===== src/rtl/gpio_ports_cfg.svh =====
`ifndef GPIO_PORTS_CFG_SVH
`define GPIO_PORTS_CFG_SVH

// Printed offsets include non-multiples of four, so they are indices; byte address is 4x.
`define IDX_A_LATCH 8'h00
`define IDX_B_LATCH 8'h01
`define IDX_A_DIR 8'h04
`define IDX_B_DIR 8'h05
`define IDX_A_PULL 8'h10
`define IDX_B_PULL 8'h11
`define B_WIDTH 6
`define B_SLOW_BIT 7
`define DIR_RESET 8'h00
`define PULL_RESET 8'h00
`define PULL_READ_VALUE 8'h00
`define T_CYC_NS 25
`define HALF_CYC_NS 13
`define CLK_PERIOD_NS 25
`define SECOND_FALL_DELAY ((`HALF_CYC_NS + `CLK_PERIOD_NS - 1) / `CLK_PERIOD_NS)

`endif


===== src/rtl/gpio_ports_pkg.sv =====
`default_nettype none
package gpio_ports_pkg;
    typedef logic [7:0] port_byte_t;
    typedef enum logic [2:0] {
        SEL_NONE = 3'b000,
        SEL_A_LATCH = 3'b001,
        SEL_B_LATCH = 3'b010,
        SEL_A_DIR = 3'b011,
        SEL_B_DIR = 3'b100,
        SEL_A_PULL = 3'b101,
        SEL_B_PULL = 3'b110
    } reg_sel_t;
endpackage : gpio_ports_pkg
`default_nettype wire


===== src/rtl/dual_bidirectional_io_ports.sv =====
// What this block does
// Narrow port data bits 6 and 7 read zero and ignore writes.
// Narrow port direction bit 6 reads zero, bit 7 holds the slow-fall enable; all clear on reset.
// Data latches keep their contents across reset.
// Direction bit one makes a line output, zero makes it input.
// All direction bits clear on reset, so every line starts as input.
// Direction bits are readable and writable, except narrow port bit 6.
// Output lines follow the latch; data reads of outputs return the latch.
// Data reads of input lines return the sensed pin level.
// Writes to input line data only update the latch.
// With pull option, pull acts while its disable bit is zero.
// Pull-downs act only on inputs; pull-ups act regardless of direction.
// Pull-disable registers are write-only and clear on reset.
// Software must not read-modify-write the pull-disable registers.
// Slow-fall bit gives slow edges on four open-drain lines when outputs.
// Second wide-sink line falls one whole cycle late; the first falls at once.
// Registers decode at indices 0, 4, 10 hex and 1, 5, 11 hex.
// Narrow line zero feeds the timer capture input.
// Software should load the latch before turning a line to output.
// Software should enable pull-down before turning an output to input.
// Wide port pull-disable is write-only and clears on reset; direction writes leave it unchanged.
// Pull build options are static inputs; deselected means no pulls.
`timescale 1ns/1ps
`default_nettype none
`include "gpio_ports_cfg.svh"
module dual_bidirectional_io_ports (
    input wire logic pclk,
    input wire logic presetn,
    input wire logic psel,
    input wire logic penable,
    input wire logic pwrite,
    input wire logic [31:0] paddr,
    input wire logic [31:0] pwdata,
    input wire logic [3:0] pstrb,
    output logic [31:0] prdata,
    output logic pready,
    output logic pslverr,
    input wire logic pull_option_enable,
    input wire logic [7:0] port_a_pull_is_up,
    input wire logic [5:0] port_b_pull_is_up,
    input wire logic [7:0] port_a_in,
    output logic [7:0] port_a_out,
    output logic [7:0] port_a_oe_n,
    output logic [7:0] port_a_pull_down_en,
    output logic [7:0] port_a_pull_up_en,
    input wire logic [5:0] port_b_in,
    output logic [5:0] port_b_out,
    output logic [5:0] port_b_oe_n,
    output logic [5:0] port_b_pull_down_en,
    output logic [5:0] port_b_pull_up_en,
    output logic wide_port_line6_slow,
    output logic wide_port_line7_slow,
    output logic wide_sink_line_first_slow,
    output logic timer_capture_input
);
    gpio_ports_pkg::port_byte_t port_a_latch;
    gpio_ports_pkg::port_byte_t port_b_latch;
    gpio_ports_pkg::port_byte_t port_a_direction;
    gpio_ports_pkg::port_byte_t port_b_direction;
    gpio_ports_pkg::port_byte_t port_a_pull_disable;
    gpio_ports_pkg::port_byte_t port_b_pull_disable;
    gpio_ports_pkg::reg_sel_t sel;
    logic [13:0] pins_synced;
    logic [7:0] pins_a;
    logic [5:0] pins_b;
    logic wr_strobe;
    logic rd_strobe;
    logic slow_fall_enable;
    logic [7:0] wr_byte;
    logic second_pending;
    logic [5:0] next_b_out;
    logic [5:0] next_b_oe_n;
    logic setup_phase;
    gpio_ports_pkg::port_byte_t next_prdata;
    gpio_ports_pkg::port_byte_t b_pull_up_full;
    gpio_ports_pkg::port_byte_t b_pull_down_full;

    // Outputs are open-drain on the four slow lines in the pad; here every line
    // is described as a push-pull driver and the pad decides the drive style.
    pin_sync u_pin_sync (
        .pclk(pclk),
        .presetn(presetn),
        .raw({port_b_in, port_a_in}),
        .synced(pins_synced)
    );

    assign pins_a = pins_synced[7:0];
    assign pins_b = pins_synced[13:8];
    assign setup_phase = psel && !penable;
    assign wr_strobe = psel && penable && pwrite && pstrb[0];
    // Read data is captured in the setup cycle so that it stands beside pready.
    assign rd_strobe = setup_phase && !pwrite;
    assign wr_byte = pwdata[7:0];
    assign slow_fall_enable = port_b_direction[`B_SLOW_BIT];

    function automatic gpio_ports_pkg::reg_sel_t decode(input logic [31:0] addr);
        logic [7:0] idx;
        idx = addr[9:2];
        if (addr[1:0] != 2'b00 || addr[31:10] != 22'h000000) begin
            decode = gpio_ports_pkg::SEL_NONE;
        end else if (idx == `IDX_A_LATCH) begin
            decode = gpio_ports_pkg::SEL_A_LATCH;
        end else if (idx == `IDX_B_LATCH) begin
            decode = gpio_ports_pkg::SEL_B_LATCH;
        end else if (idx == `IDX_A_DIR) begin
            decode = gpio_ports_pkg::SEL_A_DIR;
        end else if (idx == `IDX_B_DIR) begin
            decode = gpio_ports_pkg::SEL_B_DIR;
        end else if (idx == `IDX_A_PULL) begin
            decode = gpio_ports_pkg::SEL_A_PULL;
        end else if (idx == `IDX_B_PULL) begin
            decode = gpio_ports_pkg::SEL_B_PULL;
        end else begin
            decode = gpio_ports_pkg::SEL_NONE;
        end
    endfunction : decode

    // Mixes latch and sensed level per bit according to direction.
    function automatic gpio_ports_pkg::port_byte_t data_view(
        input gpio_ports_pkg::port_byte_t latch,
        input gpio_ports_pkg::port_byte_t dir,
        input gpio_ports_pkg::port_byte_t pins
    );
        data_view = (latch & dir) | (pins & ~dir);
    endfunction : data_view

    // Pull-ups act whatever the direction; only the disable bit, the option and the per-line pull-up choice gate them.
    function automatic gpio_ports_pkg::port_byte_t pull_up_mask(
        input logic option,
        input gpio_ports_pkg::port_byte_t off_bits,
        input gpio_ports_pkg::port_byte_t is_up
    );
        pull_up_mask = {8{option}} & ~off_bits & is_up;
    endfunction : pull_up_mask

    // A pull-down would only load a driven output, so it is dropped while the line drives.
    function automatic gpio_ports_pkg::port_byte_t pull_down_mask(
        input logic option,
        input gpio_ports_pkg::port_byte_t off_bits,
        input gpio_ports_pkg::port_byte_t is_up,
        input gpio_ports_pkg::port_byte_t dir
    );
        pull_down_mask = {8{option}} & ~off_bits & ~is_up & ~dir;
    endfunction : pull_down_mask

    // True while the second wide-sink line is about to fall with the slow feature on.
    function automatic logic second_line_falling(
        input logic slow,
        input logic dir_bit,
        input logic latch_bit,
        input logic out_bit
    );
        second_line_falling = slow && dir_bit && !latch_bit && out_bit;
    endfunction : second_line_falling

    assign sel = decode(paddr);
    // Bits 7 and 6 of the narrow results are computed but never reach a pin.
    assign b_pull_up_full = pull_up_mask(pull_option_enable, port_b_pull_disable,
        {2'b00, port_b_pull_is_up});
    assign b_pull_down_full = pull_down_mask(pull_option_enable, port_b_pull_disable,
        {2'b00, port_b_pull_is_up}, port_b_direction);

    // Latches have no reset so that their contents survive a system reset.
    always_ff @(posedge pclk) begin
        if (wr_strobe && sel == gpio_ports_pkg::SEL_A_LATCH) begin
            port_a_latch <= wr_byte;
        end
    end

    always_ff @(posedge pclk) begin
        if (wr_strobe && sel == gpio_ports_pkg::SEL_B_LATCH) begin
            port_b_latch <= {2'b00, wr_byte[5:0]};
        end
    end

    always_ff @(posedge pclk or negedge presetn) begin
        if (!presetn) begin
            port_a_direction <= `DIR_RESET;
        end else if (wr_strobe && sel == gpio_ports_pkg::SEL_A_DIR) begin
            port_a_direction <= wr_byte;
        end
    end

    // Bit 6 of the narrow direction register has no storage; bit 7 holds the slow-fall enable.
    always_ff @(posedge pclk or negedge presetn) begin
        if (!presetn) begin
            port_b_direction <= `DIR_RESET;
        end else if (wr_strobe && sel == gpio_ports_pkg::SEL_B_DIR) begin
            port_b_direction <= {wr_byte[7], 1'b0, wr_byte[5:0]};
        end
    end

    always_ff @(posedge pclk or negedge presetn) begin
        if (!presetn) begin
            port_a_pull_disable <= `PULL_RESET;
        end else if (wr_strobe && sel == gpio_ports_pkg::SEL_A_PULL) begin
            port_a_pull_disable <= wr_byte;
        end
    end

    always_ff @(posedge pclk or negedge presetn) begin
        if (!presetn) begin
            port_b_pull_disable <= `PULL_RESET;
        end else if (wr_strobe && sel == gpio_ports_pkg::SEL_B_PULL) begin
            port_b_pull_disable <= {2'b00, wr_byte[5:0]};
        end
    end

    // Pull-disable reads return a fixed value, since software cannot trust them anyway.
    always_comb begin
        next_prdata = 8'h00;
        unique case (sel)
            gpio_ports_pkg::SEL_A_LATCH:
                next_prdata = data_view(port_a_latch, port_a_direction, pins_a);
            gpio_ports_pkg::SEL_B_LATCH:
                next_prdata = data_view(port_b_latch, {2'b00, port_b_direction[5:0]},
                    {2'b00, pins_b});
            gpio_ports_pkg::SEL_A_DIR:
                next_prdata = port_a_direction;
            gpio_ports_pkg::SEL_B_DIR:
                next_prdata = port_b_direction;
            gpio_ports_pkg::SEL_A_PULL:
                next_prdata = `PULL_READ_VALUE;
            gpio_ports_pkg::SEL_B_PULL:
                next_prdata = `PULL_READ_VALUE;
            gpio_ports_pkg::SEL_NONE:
                next_prdata = 8'h00;
        endcase
    end

    // Upper read bits are zero because every register is one byte wide.
    always_ff @(posedge pclk or negedge presetn) begin
        if (!presetn) begin
            prdata <= 32'h00000000;
        end else if (rd_strobe) begin
            prdata <= {24'h000000, next_prdata};
        end
    end

    // Zero wait states: pready stands for exactly the first access cycle.
    always_ff @(posedge pclk or negedge presetn) begin
        if (!presetn) begin
            pready <= 1'b0;
        end else begin
            pready <= setup_phase;
        end
    end

    // An unmapped or misaligned address is flagged; the decode already drops its write.
    always_ff @(posedge pclk or negedge presetn) begin
        if (!presetn) begin
            pslverr <= 1'b0;
        end else begin
            pslverr <= setup_phase && sel == gpio_ports_pkg::SEL_NONE;
        end
    end

    always_ff @(posedge pclk or negedge presetn) begin
        if (!presetn) begin
            port_a_out <= 8'h00;
        end else begin
            port_a_out <= port_a_latch;
        end
    end

    always_ff @(posedge pclk or negedge presetn) begin
        if (!presetn) begin
            port_a_oe_n <= 8'hFF;
        end else begin
            port_a_oe_n <= ~port_a_direction;
        end
    end

    // The second wide-sink line waits one extra cycle before it may fall, the
    // nearest whole-cycle stand-in for the half-cycle delay of the real pad.
    always_ff @(posedge pclk or negedge presetn) begin
        if (!presetn) begin
            second_pending <= 1'b0;
        end else begin
            second_pending <= second_line_falling(slow_fall_enable, port_b_direction[2],
                port_b_latch[2], port_b_out[2]);
        end
    end

    always_comb begin
        next_b_out = port_b_latch[5:0];
        next_b_oe_n = ~port_b_direction[5:0];
        if (second_line_falling(slow_fall_enable, port_b_direction[2], port_b_latch[2],
            port_b_out[2]) && !second_pending) begin
            next_b_out[2] = 1'b1;
        end
    end

    always_ff @(posedge pclk or negedge presetn) begin
        if (!presetn) begin
            port_b_out <= 6'h00;
        end else begin
            port_b_out <= next_b_out;
        end
    end

    always_ff @(posedge pclk or negedge presetn) begin
        if (!presetn) begin
            port_b_oe_n <= 6'h3F;
        end else begin
            port_b_oe_n <= next_b_oe_n;
        end
    end

    always_ff @(posedge pclk or negedge presetn) begin
        if (!presetn) begin
            wide_port_line6_slow <= 1'b0;
            wide_port_line7_slow <= 1'b0;
            wide_sink_line_first_slow <= 1'b0;
        end else begin
            wide_port_line6_slow <= slow_fall_enable && port_a_direction[6];
            wide_port_line7_slow <= slow_fall_enable && port_a_direction[7];
            wide_sink_line_first_slow <= slow_fall_enable && port_b_direction[1];
        end
    end

    always_ff @(posedge pclk or negedge presetn) begin
        if (!presetn) begin
            port_a_pull_up_en <= 8'h00;
            port_a_pull_down_en <= 8'h00;
        end else begin
            port_a_pull_up_en <= pull_up_mask(pull_option_enable, port_a_pull_disable,
                port_a_pull_is_up);
            port_a_pull_down_en <= pull_down_mask(pull_option_enable, port_a_pull_disable,
                port_a_pull_is_up, port_a_direction);
        end
    end

    always_ff @(posedge pclk or negedge presetn) begin
        if (!presetn) begin
            port_b_pull_up_en <= 6'h00;
            port_b_pull_down_en <= 6'h00;
        end else begin
            port_b_pull_up_en <= b_pull_up_full[5:0];
            port_b_pull_down_en <= b_pull_down_full[5:0];
        end
    end

    always_ff @(posedge pclk or negedge presetn) begin
        if (!presetn) begin
            timer_capture_input <= 1'b0;
        end else begin
            timer_capture_input <= pins_b[0];
        end
    end
endmodule : dual_bidirectional_io_ports
`default_nettype wire


===== src/rtl/pin_sync.sv =====
`timescale 1ns/1ps
`default_nettype none
module pin_sync (
    input wire logic pclk,
    input wire logic presetn,
    input wire logic [13:0] raw,
    output logic [13:0] synced
);
    logic [13:0] stage1;

    always_ff @(posedge pclk or negedge presetn) begin
        if (!presetn) begin
            stage1 <= 14'h0000;
            synced <= 14'h0000;
        end else begin
            stage1 <= raw;
            synced <= stage1;
        end
    end
endmodule : pin_sync
`default_nettype wire


===== config.mk =====
export PLATFORM = sky130hd
export DESIGN_NAME = dual_bidirectional_io_ports
export DESIGN_NICKNAME = d
export VERILOG_FILES = /design/src/rtl/gpio_ports_pkg.sv /design/src/rtl/dual_bidirectional_io_ports.sv /design/src/rtl/pin_sync.sv
export VERILOG_INCLUDE_DIRS = /design/src /design/src/rtl
export SDC_FILE = /design/constraint.sdc
export NUM_CORES = 1
export LEC_CHECK = 0
export BUFFER_PORTS_ARGS = -buffer_cell sky130_fd_sc_hd__buf_2
export CORE_MARGIN = 3
export CORE_UTILIZATION = 40
export DETAILED_ROUTE_END_ITERATION = 8
export PLACE_DENSITY = 0.69
export SLEW_MARGIN = 25
export SYNTH_ARGS = -nofsm -noshare
export SYNTH_HDL_FRONTEND = slang
export SYNTH_SLANG_ARGS = --single-unit

===== constraint.sdc =====
create_clock -name pclk -period 1.5 [get_ports pclk]
set_input_delay 0 -clock pclk [delete_from_list [all_inputs] [get_ports pclk]]
set_output_delay 0 -clock pclk [all_outputs]
set_load 0.02 [all_outputs]

==> summary.txt, run 1 <==
Status
  – Outcome: complete, but fails checks
  – Failing checks: setup timing

Clocking
  – Worst-path clk slew: 60 ps
  – Clock Sinks: 142
  – H-tree levels: 4
  – Root Driver: clkbuf_16
  – TritonCTS clock tree: yes
  – Clock Tree Buf Depth: 2
  – CTS Buf Count: 17
  – Clk Latency, worst-skew pair: 410 ps

Critical path
  – Worst EP arrival: 1920 ps
  – Slowest stage delay, CP: 540 ps
  – CP delay by family, top: simple AND/OR/NAND/NOR gates
  – Critical path's slowest cell: or4_4
  – Crit path max fanout: 7
  – Critical Path Start Type: primary input
  – Crit. End Element: register
  – Most common cell on crit path: or3_4
  – Worst Path Required: 1790 ps
  – Crit path launch: paddr[8]
  – CP Class: primary input to register
  – Worst path cell trace: buf_6, or4_4, or3_4, or3_4, nor2_8, mux2_2
  – Crit path buf inv count: 1
  – Reg-to-reg startpoint: port_b_latch[2]

Layout
  – Area Growth Syn to Fin: 40.80%
  – Commonest non-fill, non-tap cell in the layout: buf_2
  – N_diodes: 0
  – Commonest cells after routing, fill and taps aside: buf_2, dfrtp_1, dlygate4sd3_1
  – Final #Nets: 685
  – Share of cells above drive strength 1: 44.30%

Die
  – Die ar.: 14640 um^2
  – Die Y: 121 um
  – Starting density of the core: 41.41%
  – Die width: 121 um
  – Core area: 12770 um^2
  – I/O pin count: 196
  – Cell Rows: 41

STA
  – Worst Skew: 5.295 ps
  – RSZ-0062 raised after global routing: yes
  – Final Hold Vio Count: 0
  – Final setup violation count: 39
  – WHS: 8.728 ps
  – Achievable frequency: 614.9 MHz
  – Final slew viol count: 0
  – Fin crit period: 1626 ps
  – Final WS setup: -126.4 ps
  – Fin crit share: 108.4%

Run
  – Max Cap Viol: 0

Logic synthesis
  – Synthesized area: 5290 um^2
  – Post-synth top flop: dfrtp_1
  – Synth Warn #: 0
  – Sequential fraction of the synthesis area: 68.83%
  – Post-Synthesis Cells: 365
  – Asr flop ratio synth: 90.14%
  – Post-Syn Area per Cell: 14.49 um^2
  – Distinct cells, synth: 43
  – EDFF count, synth: 14
  – Seq cells post-synth: 142

Global route
  – GRT Total Usage: 17.95%
  – Largest net degree at the start of global routing: 52
  – Grt ovf: 0
  – Initial antenna violation count: 0
  – Global-route wire length before repair: 19960 um
  – Vias in the first global route: 3892

Power
  – Pwr Density: 1183 nW/um^2
  – Worst VDD drop: 0.7704 mV
  – Leak: 3.556 nW

Route
  – Final wirelength: 12810 um
  – DR top layer: met4
  – Routed len/inst: 16.68 um
  – Routed wl met2: 6411 um
  – Met1 Routed Length: 5161 um
  – Drt initial violations: 401
  – Remaining antenna violation count: 0
  – DRC Markers: 0
  – Total number of vias: 3683
  – First-pass DRT Iterations: 4
  – Via-to-Cell Ratio: 4.796
  – Met3 routed WL: 982 um

Hold path
  – Hold crit path type: primary input to register
  – Hold Path Origin: penable

Placement
  – GPL Wtd Cong: 0.8452
  – Pre-CTS WS: -582.1 ps
  – Buffers on Ports: 144
  – DP HPWL: 9048 um
## flip-flops by register name, indices dropped and copies added, names as in the netlist, 6 cells and up
register / count
u_pin_sync.stage1: 14
u_pin_sync.synced: 14
port_a_direction: 8
port_a_latch: 8
port_a_oe_n: 8
port_a_out: 8
port_a_pull_disable: 8
port_a_pull_down_en: 8
port_a_pull_up_en: 8
prdata: 8
port_b_direction: 7
port_b_latch: 6
port_b_oe_n: 6
port_b_out: 6
port_b_pull_disable: 6
port_b_pull_down_en: 6
port_b_pull_up_en: 6
## synth_stat cells, drive strengths merged (4+ instances only)
cell type,count,area share (%)
nor2,14,1.3
nand2b,4,0.47
nand4,5,0.59
inv,17,1.2
mux2,35,7.5
buf,29,4.3
and3b,14,2.3
clkbuf,7,0.50
nand2,17,1.2
nor2b,4,0.47
edfxtp,14,7.9
dfrtp,114,54
a21oi,9,0.85
dfstp,14,7.0
a221oi,6,0.99
nor4b,15,2.5
nor4,8,0.95
## kinds of logic (layout without fill, tap and decap cells)
logic type / after synthesis / in the layout / synth area share [%]
AO/OA/AOI/OAI: 31 / 31 / 4.187
XOR/XNOR: 1 / 1 / 0.1656
buffers and inverters: 53 / 261 / 5.960
flip-flops: 142 / 142 / 68.83
multiplexers: 38 / 38 / 8.018
other: 1 / 24 / 0.07089
AND/OR/NAND/NOR: 99 / 99 / 12.77
## path summary, 6_finish.rpt
check / endpoint / slack, ps / cells after the start
max reg2reg: prdata[2] / 190 / 3
max in group asynchronous: port_a_oe_n[5] / 860 / 3
min reg2reg: u_pin_sync.synced[0] / 350 / 0
min in group asynchronous: port_a_pull_down_en[2] / 40 / 2
max: port_b_direction[5] / -130 / 6
min: pready / 9 / 4
## cell type report
cell class,instances,area [um^2]
inverter,17,63.81
tap,172,215.2
multi-input combinational,193,1541
clock buffer,23,489.2
timing repair buffer,212,1391
fill,1019,5325
clock inverter,9,106.4
sequential,142,3641
## tightest hold or removal path, stage by stage
cell and delay [ps]:
buf_2 80, buf_4 90, nand2b_1 150, inv_1 60
## routing by layer
metal	GRT usage, %	vias up
met4	6.303	0
met5	0	-
met2	30.43	171
li1	-	1679
met3	5.781	19
met1	21.53	1814
## what timing repair did
item | 4_1_cts | 5_1_grt
pin swaps | 4 | 3
hold buffers | 39 | 0
endpoints found under the hold margin | 208 | 0
resized for setup | 16 | 17
endpoints found under the setup margin | 38 | 49
setup buffers | 3 | 2
## report_power, final
group / internal (mW) / switching, mW / leakage (nW) / total, mW
logic: 0.260 / 0.365 / 1.54 / 0.625
clock network: 2.63 / 1.55 / 0.289 / 4.18
registers: 3.98 / 0.0256 / 1.73 / 4.00
total: 6.87 / 1.94 / 3.56 / 8.81
## per-stage QoR
stage	instance area, um^2	TNS (ps)	power, mW	instances	util (%)
finish	7448	-2295	8.814	768	58.31
global route	7448	-3239	9.101	768	58.31
CTS	7386	-3031	8.866	767	57.82
detailed placement	6314	-24840	4.616	693	49.43
global placement	6314	-22020	4.600	693	49.43
floorplan	5398	-13830	4.367	388	-
Note: power is estimated with default switching activity, not from simulation.
==> run 2: changes to the inputs <==
--- a/config.mk
+++ b/config.mk
@@ -9,8 +9,9 @@
 export BUFFER_PORTS_ARGS = -buffer_cell sky130_fd_sc_hd__buf_2
 export CORE_MARGIN = 3
 export CORE_UTILIZATION = 40
+export CTS_BUF_LIST = sky130_fd_sc_hd__clkbuf_8
 export DETAILED_ROUTE_END_ITERATION = 8
-export PLACE_DENSITY = 0.69
+export PLACE_DENSITY = 0.79
 export SLEW_MARGIN = 25
 export SYNTH_ARGS = -nofsm -noshare
 export SYNTH_HDL_FRONTEND = slang
==> summary.txt, run 2 (synthesis gave the netlist of run 1 again) <==
Critical path
  – Reg-to-reg startpoint: port_a_direction[0]
  – Critical Path Start Type: primary input
  – Crit path launch: paddr[8]
  – R2r setup slk: 30 ps
  – CP Class: primary input to register
  – Crit path max fanout: 7
  – R2R cell count: 2
  – Worst Path Required: 1830 ps
  – Crit. End Element: register
  – Worst Setup EP: port_b_direction[0]
  – Worst EP arrival: 1900 ps
  – Reg2reg end: port_a_pull_down_en[0]

Global route
  – Initial antenna violation count: 0
  – Grt ovf: 0
  – Largest net degree at the start of global routing: 53
  – Vias in the first global route: 3982
  – GRT Total Usage: 18.51%
  – Global-route wire length before repair: 20470 um

Layout
  – N_diodes: 0
  – Share of cells above drive strength 1: 45.48%
  – Top flop regs: u_pin_sync.stage1 x14, u_pin_sync.synced x14
  – Multi-input gate area: 1592 um^2
  – Final #Nets: 698
  – Post-Route Utilization: 57.88%
  – Final cell count without fillers: 781
  – Commonest non-fill, non-tap cell in the layout: buf_2
  – Area Growth Syn to Fin: 39.76%
  – Commonest cells after routing, fill and taps aside: buf_2, dfrtp_1, dlygate4sd3_1
  – Filler cells: 982
  – Reg area: 3642 um^2

Clocking
  – TritonCTS clock tree: yes
  – Worst-path clk slew: 80 ps
  – Clock Tree Buf Depth: 2
  – CTS Buf Count: 17
  – Root Driver: clkbuf_8
  – Clk Latency, worst-skew pair: 440 ps
  – H-tree levels: 4
  – Clock Sinks: 142

Die
  – Die width: 121 um
  – Core area: 12770 um^2
  – Die Y: 121 um
  – Cell Rows: 41
  – Starting density of the core: 41.41%
  – Die ar.: 14640 um^2
  – I/O pin count: 196

STA
  – RSZ-0062 raised after global routing: yes
  – Final Hold Vio Count: 0
  – Fin crit share: 104.6%
  – Final slew viol count: 0
  – WHS: 51.80 ps
  – Final WS setup: -69.40 ps
  – Achievable frequency: 637.2 MHz
  – Final setup violation count: 19
  – Worst Skew: 9.135 ps
  – Fin crit period: 1569 ps

Route
  – Drt initial violations: 310
  – First-pass DRT Iterations: 4
  – Final wirelength: 13050 um
  – Via-to-Cell Ratio: 4.846
  – Remaining antenna violation count: 0
  – Total number of vias: 3785
  – DRC Markers: 0
  – Routed len/inst: 16.71 um

Placement
  – Placed insts: 696
  – DP HPWL: 9292 um
  – Buffers on Ports: 144
  – GPL Wtd Cong: 0.8536

Power
  – Worst VDD drop: 0.4933 mV
  – Leak: 3.532 nW
  – Pwr Density: 1021 nW/um^2

Run
  – Max Cap Viol: 0

Status
  – Outcome: complete, but fails checks
  – Failing checks: setup timing

Hold path
  – Hold crit path type: primary input to register
  – Hold Path Origin: pwrite
-- run 2: cell types whose count changed in the layout (fill, tap and decap cells not counted), moves of 3 or more --
cell           before  now
inv_6               0    5
clkbuf_1            3    0
nor4b_2             0    5
dlygate4sd3_1      39   53
nor4b_1            15   10
clkbuf_16          18    0
clkbuf_8            2   18
-- run 2: what timing repair did --
action / CTS / global route
pin swaps: 3 / 5
endpoints found under the hold margin: 208 / 0
gates resized for setup: 19 / 27
setup endpoints to repair: 37 / 48
hold buffers: 53 / 0
buffers inserted: 1 / 2
-- run 2: how the worst min path moves through the flow --
stage                              to  slack (ps)  cells after the start
3_3_place_gp   port_b_pull_down_en[0]         -40                      1
6_report                    prdata[5]          50                      5
5_1_grt                     prdata[7]          60                      4
4_1_cts                     prdata[3]          20                      3
3_5_place_dp   port_b_pull_down_en[0]         -30                      1
2_1_floorplan     port_a_direction[0]        -300                      0
-- run 2: critical path: stages --
cell and delay [ps]:
buf_6 90, or4_4 540, or3_4 340, or3_4 390, nor2_8 170, mux2_2 360
-- run 2: power breakdown --
group | internal, mW | total, mW | switching [mW]
clock network | 1.38 | 2.89 | 1.51
logic | 0.285 | 0.659 | 0.374
registers | 3.97 | 4.00 | 0.0286
-- run 2: per-stage QoR --
| stage | setup TNS, ps | instance area [um^2] | total power [mW] | worst slack, ps |
|---|---|---|---|---|
| finish | -560.1 | 7393 | 7.549 | -69.40 |
| global placement | -23040 | 6311 | 4.601 | -497.7 |
| detailed placement | -25160 | 6311 | 4.621 | -548.9 |
| floorplan | -13830 | 5398 | 4.367 | -348.9 |
| global route | -1686 | 7393 | 7.853 | -89.98 |
| CTS | -557.4 | 7302 | 7.608 | -41.67 |
-- run 2: layout make-up --
cell class / instances / area share [%]
tap: 172 / 2.911
inverter: 17 / 0.8631
timing repair buffer: 225 / 20.31
clock buffer: 18 / 3.351
clock inverter: 14 / 1.777
multi-input combinational: 193 / 21.53
sequential: 142 / 49.26
-- run 2: metal layers --
metal  track usage, %  up-vias  routed length [um]
met5                0        -                   0
met4            8.569        0                 315
met3            4.522       27                 871
met2            30.50      191                6560
met1            23.06     1861                5306
li1                 -     1706                   -
